===== src/bce_pkg.sv =====
// package: constants and carriers of the bounds check enumeration block
package bce_pkg;

   // ----------------------------------------------------------------
   // identify_instruction leaves and fields
   // ----------------------------------------------------------------
   localparam logic [31:0] LEAF_FEATURES   = 32'h0000_0007; // extended feature leaf
   localparam logic [31:0] LEAF_XSTATE     = 32'h0000_000d; // saved state leaf
   localparam logic [31:0] SUB_ZERO        = 32'h0000_0000; // subleaf 0
   localparam logic [31:0] SUB_REG_STATE   = 32'h0000_0003; // subleaf of bound_register_state
   localparam logic [31:0] SUB_CFG_STATE   = 32'h0000_0004; // subleaf of bound_config_status_state
   localparam int          FEAT_BIT        = 14;            // ebx support bit, leaf 07h
   localparam int          COMP_REGS_BIT   = 3;             // bound_register_state component bit
   localparam int          COMP_CSR_BIT    = 4;             // bound_config_status_state component bit
   localparam logic [31:0] BASE_COMP_MASK  = 32'h0000_0007; // other components reported (x87/sse/avx)
   // component sizes and offsets: implementation values
   localparam logic [31:0] REGS_SIZE       = 32'h0000_0040; // four registers of 16 bytes
   localparam logic [31:0] REGS_OFFSET     = 32'h0000_03c0; // save-area offset, arbitrary
   localparam logic [31:0] CSR_SIZE        = 32'h0000_0040; // config and status, padded
   localparam logic [31:0] CSR_OFFSET      = 32'h0000_0400; // save-area offset, arbitrary

   // ----------------------------------------------------------------
   // register offsets on the software port
   // ----------------------------------------------------------------
   localparam logic [7:0] OFF_ID_LEAF  = 8'h00; // leaf selector
   localparam logic [7:0] OFF_ID_SUB   = 8'h04; // subleaf selector
   localparam logic [7:0] OFF_ID_EAX   = 8'h08; // answer eax
   localparam logic [7:0] OFF_ID_EBX   = 8'h0c; // answer ebx
   localparam logic [7:0] OFF_ID_ECX   = 8'h10; // answer ecx
   localparam logic [7:0] OFF_ID_EDX   = 8'h14; // answer edx
   localparam logic [7:0] OFF_XFE      = 8'h18; // extended_feature_enable low word
   localparam logic [7:0] OFF_CFGU     = 8'h1c; // user_bound_config low word
   localparam logic [7:0] OFF_CFGS     = 8'h20; // supervisor config low word
   localparam logic [7:0] OFF_STATUS   = 8'h24; // bound_status_word low word
   localparam logic [7:0] OFF_IRQ_STAT = 8'h28; // sticky events, write one to clear
   localparam logic [7:0] OFF_IRQ_MASK = 8'h2c; // event mask
   localparam logic [7:0] OFF_BND_BASE = 8'h40; // bounds_regs words, 4 per register
   localparam logic [7:0] OFF_BND_LAST = 8'h7c; // last bounds word

   // ----------------------------------------------------------------
   // field positions and reset values
   // ----------------------------------------------------------------
   localparam int          CFG_EN_BIT  = 0;             // enable bit of both configs
   localparam logic [1:0]  EC_NONE     = 2'h0;          // no exception
   localparam logic [1:0]  EC_VIOL     = 2'h1;          // bounds violation
   localparam logic [31:0] RST_WORD    = 32'h0000_0000; // reset of every register
   localparam int          NUM_BND     = 4;             // number of bounds registers
   localparam int          EV_FAULT    = 0;             // event bit: bound_range_fault
   localparam int          EV_NOP      = 1;             // event bit: check done as no-op

   // check request from the pipeline
   typedef struct packed {
      logic        valid;   // one-cycle check request
      logic [1:0]  idx;     // bounds register index
      logic        upper;   // 1: upper bound check, 0: lower
      logic        user;    // privilege_level is 3
      logic [63:0] addr;    // effective address
   } bce_chk_s;

   // one bounds register
   typedef struct packed {
      logic [63:0] ub;      // upper bound, one's complement
      logic [63:0] lb;      // lower bound
   } bce_bnd_s;

   // all state of the block
   typedef struct packed {
      bce_bnd_s [3:0] bnd;        // bounds_regs
      logic [31:0]    leaf;       // identify leaf
      logic [31:0]    sub;        // identify subleaf
      logic [31:0]    xfe;        // extended_feature_enable
      logic [31:0]    cfgu;       // user_bound_config
      logic [31:0]    cfgs;       // supervisor config
      logic [31:0]    status;     // bound_status_word
      logic [1:0]     irq_stat;   // sticky events
      logic [1:0]     irq_mask;   // event mask
      logic [31:0]    rdata;      // read data
      logic           fault;      // fault pulse
      logic           done;       // check answer pulse
      logic           irq;        // interrupt level
   } bce_state_s;

endpackage


===== src/bce_enum.sv =====
// module: bounds check enumeration, bounds registers and range fault
//
// The address-and-strobe port and the register offsets are this design's own decisions.
`timescale 1ns/100ps

// Behaviour
// - leaf 07h ebx bit 14 reports support
// - leaf 0dh sub 0 gives component vector
// - eax bit 3 reports register component
// - eax bit 4 reports config/status component
// - both bits one with extension present
// - subleaf 3 gives register size, offset
// - subleaf 4 gives config size, offset
// - four bounds registers, lower and upper
// - user and supervisor enables independent
// - out-of-bounds reference raises range fault
// - absent or disabled: instructions do nothing
// - reset clears all four bounds registers
module bce_enum #(
   parameter bit PRESENT = 1'b1  // extension implemented
) (
   // clock and reset
   input  wire logic                  clk_i,
   input  wire logic                  reset_i,
   // register port
   input  wire logic [7:0]            addr_i,
   input  wire logic [31:0]           wdata_i,
   input  wire logic                  wr_i,
   input  wire logic                  rd_i,
   output logic      [31:0]           rdata_o,
   // check request from the pipeline
   input  wire bce_pkg::bce_chk_s     chk_i,
   // check answer
   output logic                       fault_o,
   output logic                       done_o,
   // interrupt
   output logic                       irq_o
);

   // ----------------------------------------------------------------
   // state
   // ----------------------------------------------------------------
   bce_pkg::bce_state_s state_reg;  // registered state
   bce_pkg::bce_state_s state_next; // next state

   // ----------------------------------------------------------------
   // functions
   // ----------------------------------------------------------------
   // identify answer for one register of four (0 eax .. 3 edx)
   function automatic logic [31:0] ident(input logic [31:0] leaf, input logic [31:0] sub,
                                         input logic [1:0] reg_sel);
      logic [31:0] v;
      v = 32'h0000_0000;
      if (leaf == bce_pkg::LEAF_FEATURES && sub == bce_pkg::SUB_ZERO) begin
         if (reg_sel == 2'h1) begin
            v[bce_pkg::FEAT_BIT] = PRESENT;
         end
      end else if (leaf == bce_pkg::LEAF_XSTATE && sub == bce_pkg::SUB_ZERO) begin
         if (reg_sel == 2'h0) begin
            v = bce_pkg::BASE_COMP_MASK;
            v[bce_pkg::COMP_REGS_BIT] = PRESENT;
            v[bce_pkg::COMP_CSR_BIT] = PRESENT;
         end
         // edx holds the high half of the vector, all zero here
      end else if (leaf == bce_pkg::LEAF_XSTATE && sub == bce_pkg::SUB_REG_STATE && PRESENT) begin
         if (reg_sel == 2'h0) begin
            v = bce_pkg::REGS_SIZE;
         end else if (reg_sel == 2'h1) begin
            v = bce_pkg::REGS_OFFSET;
         end
      end else if (leaf == bce_pkg::LEAF_XSTATE && sub == bce_pkg::SUB_CFG_STATE && PRESENT) begin
         if (reg_sel == 2'h0) begin
            v = bce_pkg::CSR_SIZE;
         end else if (reg_sel == 2'h1) begin
            v = bce_pkg::CSR_OFFSET;
         end
      end
      return v;
   endfunction

   // is the extension usable at this privilege level
   function automatic logic active(input bce_pkg::bce_state_s s, input logic user);
      logic en;
      en = user ? s.cfgu[bce_pkg::CFG_EN_BIT] : s.cfgs[bce_pkg::CFG_EN_BIT];
      // software must have both components on
      return PRESENT && en && s.xfe[bce_pkg::COMP_REGS_BIT] && s.xfe[bce_pkg::COMP_CSR_BIT];
   endfunction

   // ----------------------------------------------------------------
   // bounds word view for reads, one per 32-bit slice
   // ----------------------------------------------------------------
   logic [31:0] bnd_word [0:15]; // word view of bounds_regs

   genvar gi;
   generate
      for (gi = 0; gi < bce_pkg::NUM_BND; gi++) begin : g_bnd
         // four words per register: lb low, lb high, ub low, ub high
         assign bnd_word[gi*4+0] = state_reg.bnd[gi].lb[31:0];
         assign bnd_word[gi*4+1] = state_reg.bnd[gi].lb[63:32];
         assign bnd_word[gi*4+2] = state_reg.bnd[gi].ub[31:0];
         assign bnd_word[gi*4+3] = state_reg.bnd[gi].ub[63:32];
      end
   endgenerate

   // ----------------------------------------------------------------
   // next state
   // ----------------------------------------------------------------
   always_comb begin
      logic [63:0] lb;     // selected lower bound
      logic [63:0] ub;     // selected upper bound, true form
      logic        outb;   // reference out of bounds
      logic [1:0]  ev;     // events this cycle
      logic [3:0]  widx;   // bounds word index
      lb = 64'h0;
      ub = 64'h0;
      outb = 1'b0;
      ev = 2'h0;
      widx = addr_i[5:2];
      state_next = state_reg;
      state_next.fault = 1'b0;
      state_next.done = 1'b0;
      state_next.rdata = 32'h0000_0000;

      // check path: a no-op when absent or not enabled
      if (chk_i.valid) begin
         state_next.done = 1'b1;
         if (active(state_reg, chk_i.user)) begin
            lb = state_reg.bnd[chk_i.idx].lb;
            ub = ~state_reg.bnd[chk_i.idx].ub;
            outb = chk_i.upper ? (chk_i.addr > ub) : (chk_i.addr < lb);
            if (outb) begin
               state_next.fault = 1'b1;
               state_next.status[1:0] = bce_pkg::EC_VIOL;
               ev[bce_pkg::EV_FAULT] = 1'b1;
            end
         end else begin
            ev[bce_pkg::EV_NOP] = 1'b1;
         end
      end

      // register writes
      if (wr_i) begin
         case (addr_i)
            bce_pkg::OFF_ID_LEAF: begin
               state_next.leaf = wdata_i;
            end
            bce_pkg::OFF_ID_SUB: begin
               state_next.sub = wdata_i;
            end
            bce_pkg::OFF_XFE: begin
               state_next.xfe = wdata_i;
            end
            bce_pkg::OFF_CFGU: begin
               state_next.cfgu = wdata_i;
            end
            bce_pkg::OFF_CFGS: begin
               state_next.cfgs = wdata_i;
            end
            bce_pkg::OFF_STATUS: begin
               if (!ev[bce_pkg::EV_FAULT]) begin
                  state_next.status = wdata_i; // fault capture wins
               end
            end
            bce_pkg::OFF_IRQ_STAT: begin
               state_next.irq_stat = state_reg.irq_stat & ~wdata_i[1:0];
            end
            bce_pkg::OFF_IRQ_MASK: begin
               state_next.irq_mask = wdata_i[1:0];
            end
            default: begin
               // bounds words, writable only when the extension exists
               if (PRESENT && addr_i >= bce_pkg::OFF_BND_BASE && addr_i <= bce_pkg::OFF_BND_LAST) begin
                  case (widx[1:0])
                     2'h0: state_next.bnd[widx[3:2]].lb[31:0] = wdata_i;
                     2'h1: state_next.bnd[widx[3:2]].lb[63:32] = wdata_i;
                     2'h2: state_next.bnd[widx[3:2]].ub[31:0] = wdata_i;
                     default: state_next.bnd[widx[3:2]].ub[63:32] = wdata_i;
                  endcase
               end
            end
         endcase
      end

      // sticky events: set wins over clear
      state_next.irq_stat = state_next.irq_stat | ev;
      state_next.irq = |(state_next.irq_stat & state_next.irq_mask);

      // register reads, data one cycle later
      if (rd_i) begin
         case (addr_i)
            bce_pkg::OFF_ID_LEAF:  state_next.rdata = state_reg.leaf;
            bce_pkg::OFF_ID_SUB:   state_next.rdata = state_reg.sub;
            bce_pkg::OFF_ID_EAX:   state_next.rdata = ident(state_reg.leaf, state_reg.sub, 2'h0);
            bce_pkg::OFF_ID_EBX:   state_next.rdata = ident(state_reg.leaf, state_reg.sub, 2'h1);
            bce_pkg::OFF_ID_ECX:   state_next.rdata = ident(state_reg.leaf, state_reg.sub, 2'h2);
            bce_pkg::OFF_ID_EDX:   state_next.rdata = ident(state_reg.leaf, state_reg.sub, 2'h3);
            bce_pkg::OFF_XFE:      state_next.rdata = state_reg.xfe;
            bce_pkg::OFF_CFGU:     state_next.rdata = state_reg.cfgu;
            bce_pkg::OFF_CFGS:     state_next.rdata = state_reg.cfgs;
            bce_pkg::OFF_STATUS:   state_next.rdata = state_reg.status;
            bce_pkg::OFF_IRQ_STAT: state_next.rdata = {30'h0, state_reg.irq_stat};
            bce_pkg::OFF_IRQ_MASK: state_next.rdata = {30'h0, state_reg.irq_mask};
            default: begin
               if (addr_i >= bce_pkg::OFF_BND_BASE && addr_i <= bce_pkg::OFF_BND_LAST) begin
                  state_next.rdata = bnd_word[widx];
               end
            end
         endcase
      end
   end

   // ----------------------------------------------------------------
   // state register
   // ----------------------------------------------------------------
   always_ff @(posedge clk_i) begin
      if (reset_i) begin
         state_reg <= '0;
      end else begin
         state_reg <= state_next;
      end
   end

   // outputs straight from flip-flops
   assign rdata_o = state_reg.rdata;
   assign fault_o = state_reg.fault;
   assign done_o  = state_reg.done;
   assign irq_o   = state_reg.irq;

endmodule // bce_enum


===== config.mk =====
export PLATFORM = sky130hd
export DESIGN_NAME = bce_enum
export DESIGN_NICKNAME = d
export VERILOG_FILES = /design/src/bce_pkg.sv /design/src/bce_enum.sv
export SDC_FILE = /design/constraint.sdc
export NUM_CORES = 2
export LEC_CHECK = 0
export BUFFER_PORTS_ARGS = -buffer_cell sky130_fd_sc_hd__buf_2
export CAP_MARGIN = 40
export CORE_ASPECT_RATIO = 0.7
export CORE_MARGIN = 1.5
export CORE_UTILIZATION = 62
export DETAILED_ROUTE_END_ITERATION = 10
export PLACE_DENSITY = 0.84
export SYNTH_ARGS = -nofsm -noshare
export SYNTH_HDL_FRONTEND = slang
export SYNTH_SLANG_ARGS = --single-unit

===== constraint.sdc =====
create_clock -name clk_i -period 4.8 [get_ports clk_i]
set_input_delay 0.24 -clock clk_i [delete_from_list [all_inputs] [get_ports clk_i]]
set_output_delay 0.24 -clock clk_i [all_outputs]
set_load 0.05 [all_outputs]

# Word-level counts from Yosys, hierarchy flattened
# Cells that the tools add are included.
# word_totals
reg_bits	743
in_bits	113
out_inout_bits	35
wordCells	124
# op_classes
order_cmp	8
eq_ne	17
mux	45
bitwise_logic	10
reduce_logical	23
# ops
op	n
512-bit bitwise mux	4
512-bit one-hot mux with 3 select lines	1
128-bit demux with 2-bit select	4
32-bit one-hot mux with 11 select lines	1
128-bit binary-select mux with 2-bit select	1
128-bit 2-to-1 mux	2
32-bit binary-select mux with 4-bit select	1
32-bit 2-to-1 mux	4
96-bit 2-to-1 mux	1
32-bit by 3-bit == test with 1-bit output (second input constant)	2
64-bit greater-than comparator	1
64-bit < comparator	1
64-bit 2-to-1 mux	1
64-bit inverter	1
11-bit 2-to-1 mux	3
32-bit by 2-bit == test with 1-bit output (second input constant)	1
32-bit by 4-bit == test with 1-bit output (second input constant)	1
8-bit by 5-bit == test with 1-bit output (second input constant)	4
8-bit by 6-bit == test with 1-bit output (second input constant)	4
32-bit logical NOT	1
7-bit 2-to-1 mux	4
17-bit 2-to-1 mux	1
8-bit by 4-bit == test with 1-bit output (second input constant)	2
2-bit 2-to-1 mux	8
23 further kinds	49

# Longest topological paths before layout
# depth
ltp_word	14
ltp_mapped	14
mapped_depth_nobuf	11

# Least setup slack after synthesis
# Ideal clock, no wire load.
# synth_timing
path_type	input to register
from	in chk_i[66] (netlist bit)
to	reg state_reg[41] (netlist bit)
setup_time_ns	0.120
t_arrival_ns	3.827
required_time_ns	4.680
setup_slack_ns	0.853
cell_stages	14
path_buffers	4
cell_sequence	clkbuf_1 > buf_2 > buf_1 > mux4_2 > ha_1 > nand4_1 > nor4_2 > nand3_1 > nand3b_1 > o22a_1 > a211oi_2 > nor3_4 > buf_6 > mux2i_1
# synth_between
elab_chain_cells	10
elab_cells_between_ends	11
cone_classes	order compare: 2; mux: 6; bitwise: 2; reduce/logical: 1
# synth_rtl
element	line_no	text
start: declaration	bce_enum.sv:32	input wire bce_pkg::bce_chk_s chk_i,
128-bit binary-select mux with 2-bit select (*)	bce_enum.sv:128, bce_enum.sv:129	
128-bit 2-to-1 mux (implied by the code) (*)	bce_enum.sv:129	ub = ~state_reg.bnd[chk_i.idx].ub;
64-bit inverter	bce_enum.sv:129	
64-bit greater-than comparator	bce_enum.sv:130	outb = chk_i.upper ? (chk_i.addr > ub) : (chk_i.addr < lb);
1-bit 2-to-1 mux (*)	bce_enum.sv:130	
1-bit 2-to-1 mux (*)	bce_enum.sv:131	if (outb) begin
1-bit 2-to-1 mux (*)	-	
2-bit 2-to-1 mux (*)	bce_enum.sv:125	if (chk_i.valid) begin
1-bit inverter (no source line) (*)	-	
3-bit AND reduction (no source line) (*)	-	
end signal: assignment	bce_enum.sv:219	state_reg <= state_next;
end: declaration	bce_enum.sv:43	bce_pkg::bce_state_s state_reg;
# Every way passes the cells marked *; elsewhere a longest branch is shown, timed or not. The select of a mux whose other input is x is not followed.
# A chain may end at the register's enable or synchronous reset.

# Worst setup path in the final report
# layout_timing
from	in chk_i[66] (netlist bit)
to	reg state_reg[59] (netlist bit)
# Same word-level chain as after synthesis.

==> metrics <==
routability cong. 1.04; total gr overflow 0; Critical Path RT roughly 5.3 ns; worst reg2reg path depth 11; clock power share between 40% and 50%; CTS sink count 743; fillers 4370; Placement Cell Area 0.0385 mm2; area leader, netlist dfxtp_1; wire length of the first global-routing pass slightly above 200000 um; period utilization 86.4%; post-synth top area share 40.0%; Avg Cell Area, Syn 8.71 um2; count leader, synth nand2_1; Total Wirelength approximately 140000 um; Mapped Area 0.0372 mm2; std cell rows 74; Pre-antenna DRT Iters 9; routed len/inst 26.9 um; status complete, no violations; P_int 9.84 mW; RR Endpoint state_reg[59]; worst skew pair latency 0.63 ns; Seq cells post-synth 743; RSZ-0062 raised after global routing no; Synth Flop Type dfxtp_1; Async S/R FF share, synth 0%; Pwr Total 13.0 mW; minimum clock period about 4.1 ns; clk buf depth 3; largest net degree at the start of global routing roughly 170; Post-synth EDFFs 0; worst endpoint data arrival time 4.68 ns; Syn Inst Count 4270; TritonCTS clock tree yes; layout cell share with drive strength beyond 1 16.9%; max-capacitance violation count 0; Final HPWL DP 86500 um; dominant cells by area after synthesis dfxtp_1 (40%), mux4_2 (17%), nand2_1 (14%); Hold Startpoint wdata_i[19]; count of cell types in the netlist 59; kind of critical path in2reg; final number of setup-violating endpoints 0; TritonCTS Buffers 70; die height 208 um; Starting Density 63.3%; I/O Buffers 147; Residual DRC 0; fin area 0.0409 mm2; Least-Margin Pin Slew 1.11 ns; Total GRT Usage 43.6%; routed vias/inst approximately 6.9; LEAKAGE 13.6 nW; synth warn 0; Max FO, Critical Path 28; min-delay worst type in2reg; Die Wd between 200 and 300 um; Die ar. 0.0615 mm2; Hold Vio Cnt, Final 0; Pwr Density roughly 320 mW/mm2; FMAX 0.241 GHz; Area growth, synth to finish 9.94%; r2r setup slk 0.69 ns; clock-pin slew on the worst setup and hold paths approximately 0.070 ns; Synth top cells by count nand2_1 (1416), dfxtp_1 (743), a21oi_1 (723); Slew HR 26.3%; antenna-violating nets left 0; I/O pin cnt 148; starting DRC count in detailed routing 6129; Post-Syn Nets around 4.5k; nets@finish 4427; sequential element share of the synthesized area 40.0%; vias in the first global route 32.6k; Gate power share 6.7%; core footprint 0.0588 mm2; switch share around 24%; Hold Crit Depth 3; max-slew violations 0; Reg power frac 47.7%; initial antenna violation count 6; Worst setup EP type flop; P_sw between 3 and 4 mW; H-Tree Level Count 3; clk root buf clkbuf_16; startpoint types input pin; VDD IR max around 0.25 mV; DR vias 34.6k; Setup Skew around 0.028 ns
[worst max path at each step]
| stage | start | to | slack (ns) |
|---|---|---|---|
| floorplan | chk_i[66] | state_reg[41] | 0.85 |
| finish | chk_i[66] | state_reg[59] | 0.65 |
| global route | chk_i[66] | state_reg[54] | 0.58 |
| global placement | chk_i[66] | state_reg[59] | -0.09 |
| detailed placement | chk_i[66] | state_reg[59] | 0.30 |
| CTS | chk_i[66] | state_reg[59] | 0.90 |
[placed cells by master (no fill, tap or decap), types with 15 or more instances in the layout]
cell,instances
a41oi_1,21
a21o_1,17
a21oi_1,723
nor2_4,16
buf_12,15
nand4_1,27
mux2i_1,33
clkbuf_16,73
nand2_1,1416
nand2b_1,65
buf_2,142
a22oi_1,93
buf_4,103
ha_1,127
nor4_1,16
inv_1,65
nor2_1,34
nand3_1,33
or2_2,17
o21ai_0,16
dfxtp_1,743
mux4_2,287
[stage by stage]
step                setup WS, ns  setup TNS, ns  util (%)  hold slack [ns]  cells
floorplan                  0.853              0         -            0.368   4270
global placement         -0.0875         -0.824      65.2            0.441   4903
detailed placement         0.302              0      65.5            0.446   4912
CTS                        0.903              0      69.5           0.0667   5036
global route               0.583              0      69.6           0.0966   5039
finish                     0.654              0      69.6            0.104   5039
[critical path: stages]
cell      delay, ns
clkbuf_8       0.27
buf_12         0.29
buf_12         0.20
mux4_2         0.54
ha_1           0.33
nand4_1        0.21
nor4_1         0.83
nand3b_1       0.19
nor2_1         0.18
a211oi_2       0.07
buf_12         0.14
nor3_4         0.64
buf_4          0.32
mux2i_1        0.21
[cell families after synthesis]
logic type | after synthesis | share of synthesized area [%]
and+or+nand+nor | 1675 | 18.3
AOI/OAI and AO/OA | 913 | 13.6
DFF | 743 | 40.0
buffers and inverters | 490 | 5.44
muxes | 322 | 18.3
adders and majority gates | 127 | 4.27
[final cells by class]
cell class	count	area, um2	area share (%)
repair buffers	270	1940	4.75
flip-flops and latches	743	14900	36.4
well taps	798	998	2.44
diodes	3	7.51	0.0184
clock buffers	90	1960	4.79
inverters	65	244	0.597
clock inverters	33	423	1.03
multi-input cells	3037	20400	50.0
[per-layer routing]
layer / track usage [%] / part of all wire, % / up-vias
li1: - / - / 14600
met1: 58.2 / 34 / 16200
met2: 60.0 / 40 / 3098
met3: 19.2 / 19 / 644
met4: 21.1 / 5.6 / 8
met5: 0 / 0.036 / -
[power groups by stage]
stage | Clock, mW | Combinational, mW | Sequential [mW]
6_report | 5.93 | 0.869 | 6.20
5_1_grt | 6.15 | 0.899 | 6.20
3_3_place_gp | 0 | 0.810 | 6.34
2_1_floorplan | 0 | 0.521 | 6.33
4_1_cts | 5.89 | 0.828 | 6.20
3_5_place_dp | 0 | 0.822 | 6.34
[repair_timing]
item / 4_1_cts / 5_1_grt
hold endpoints to repair: 1 / 0
resized for setup: 0 / 0
hold buffers: 1 / 0
setup buffers: 0 / 0
setup endpoints to repair: 0 / 0
Note: power is estimated with default switching activity, not from simulation.
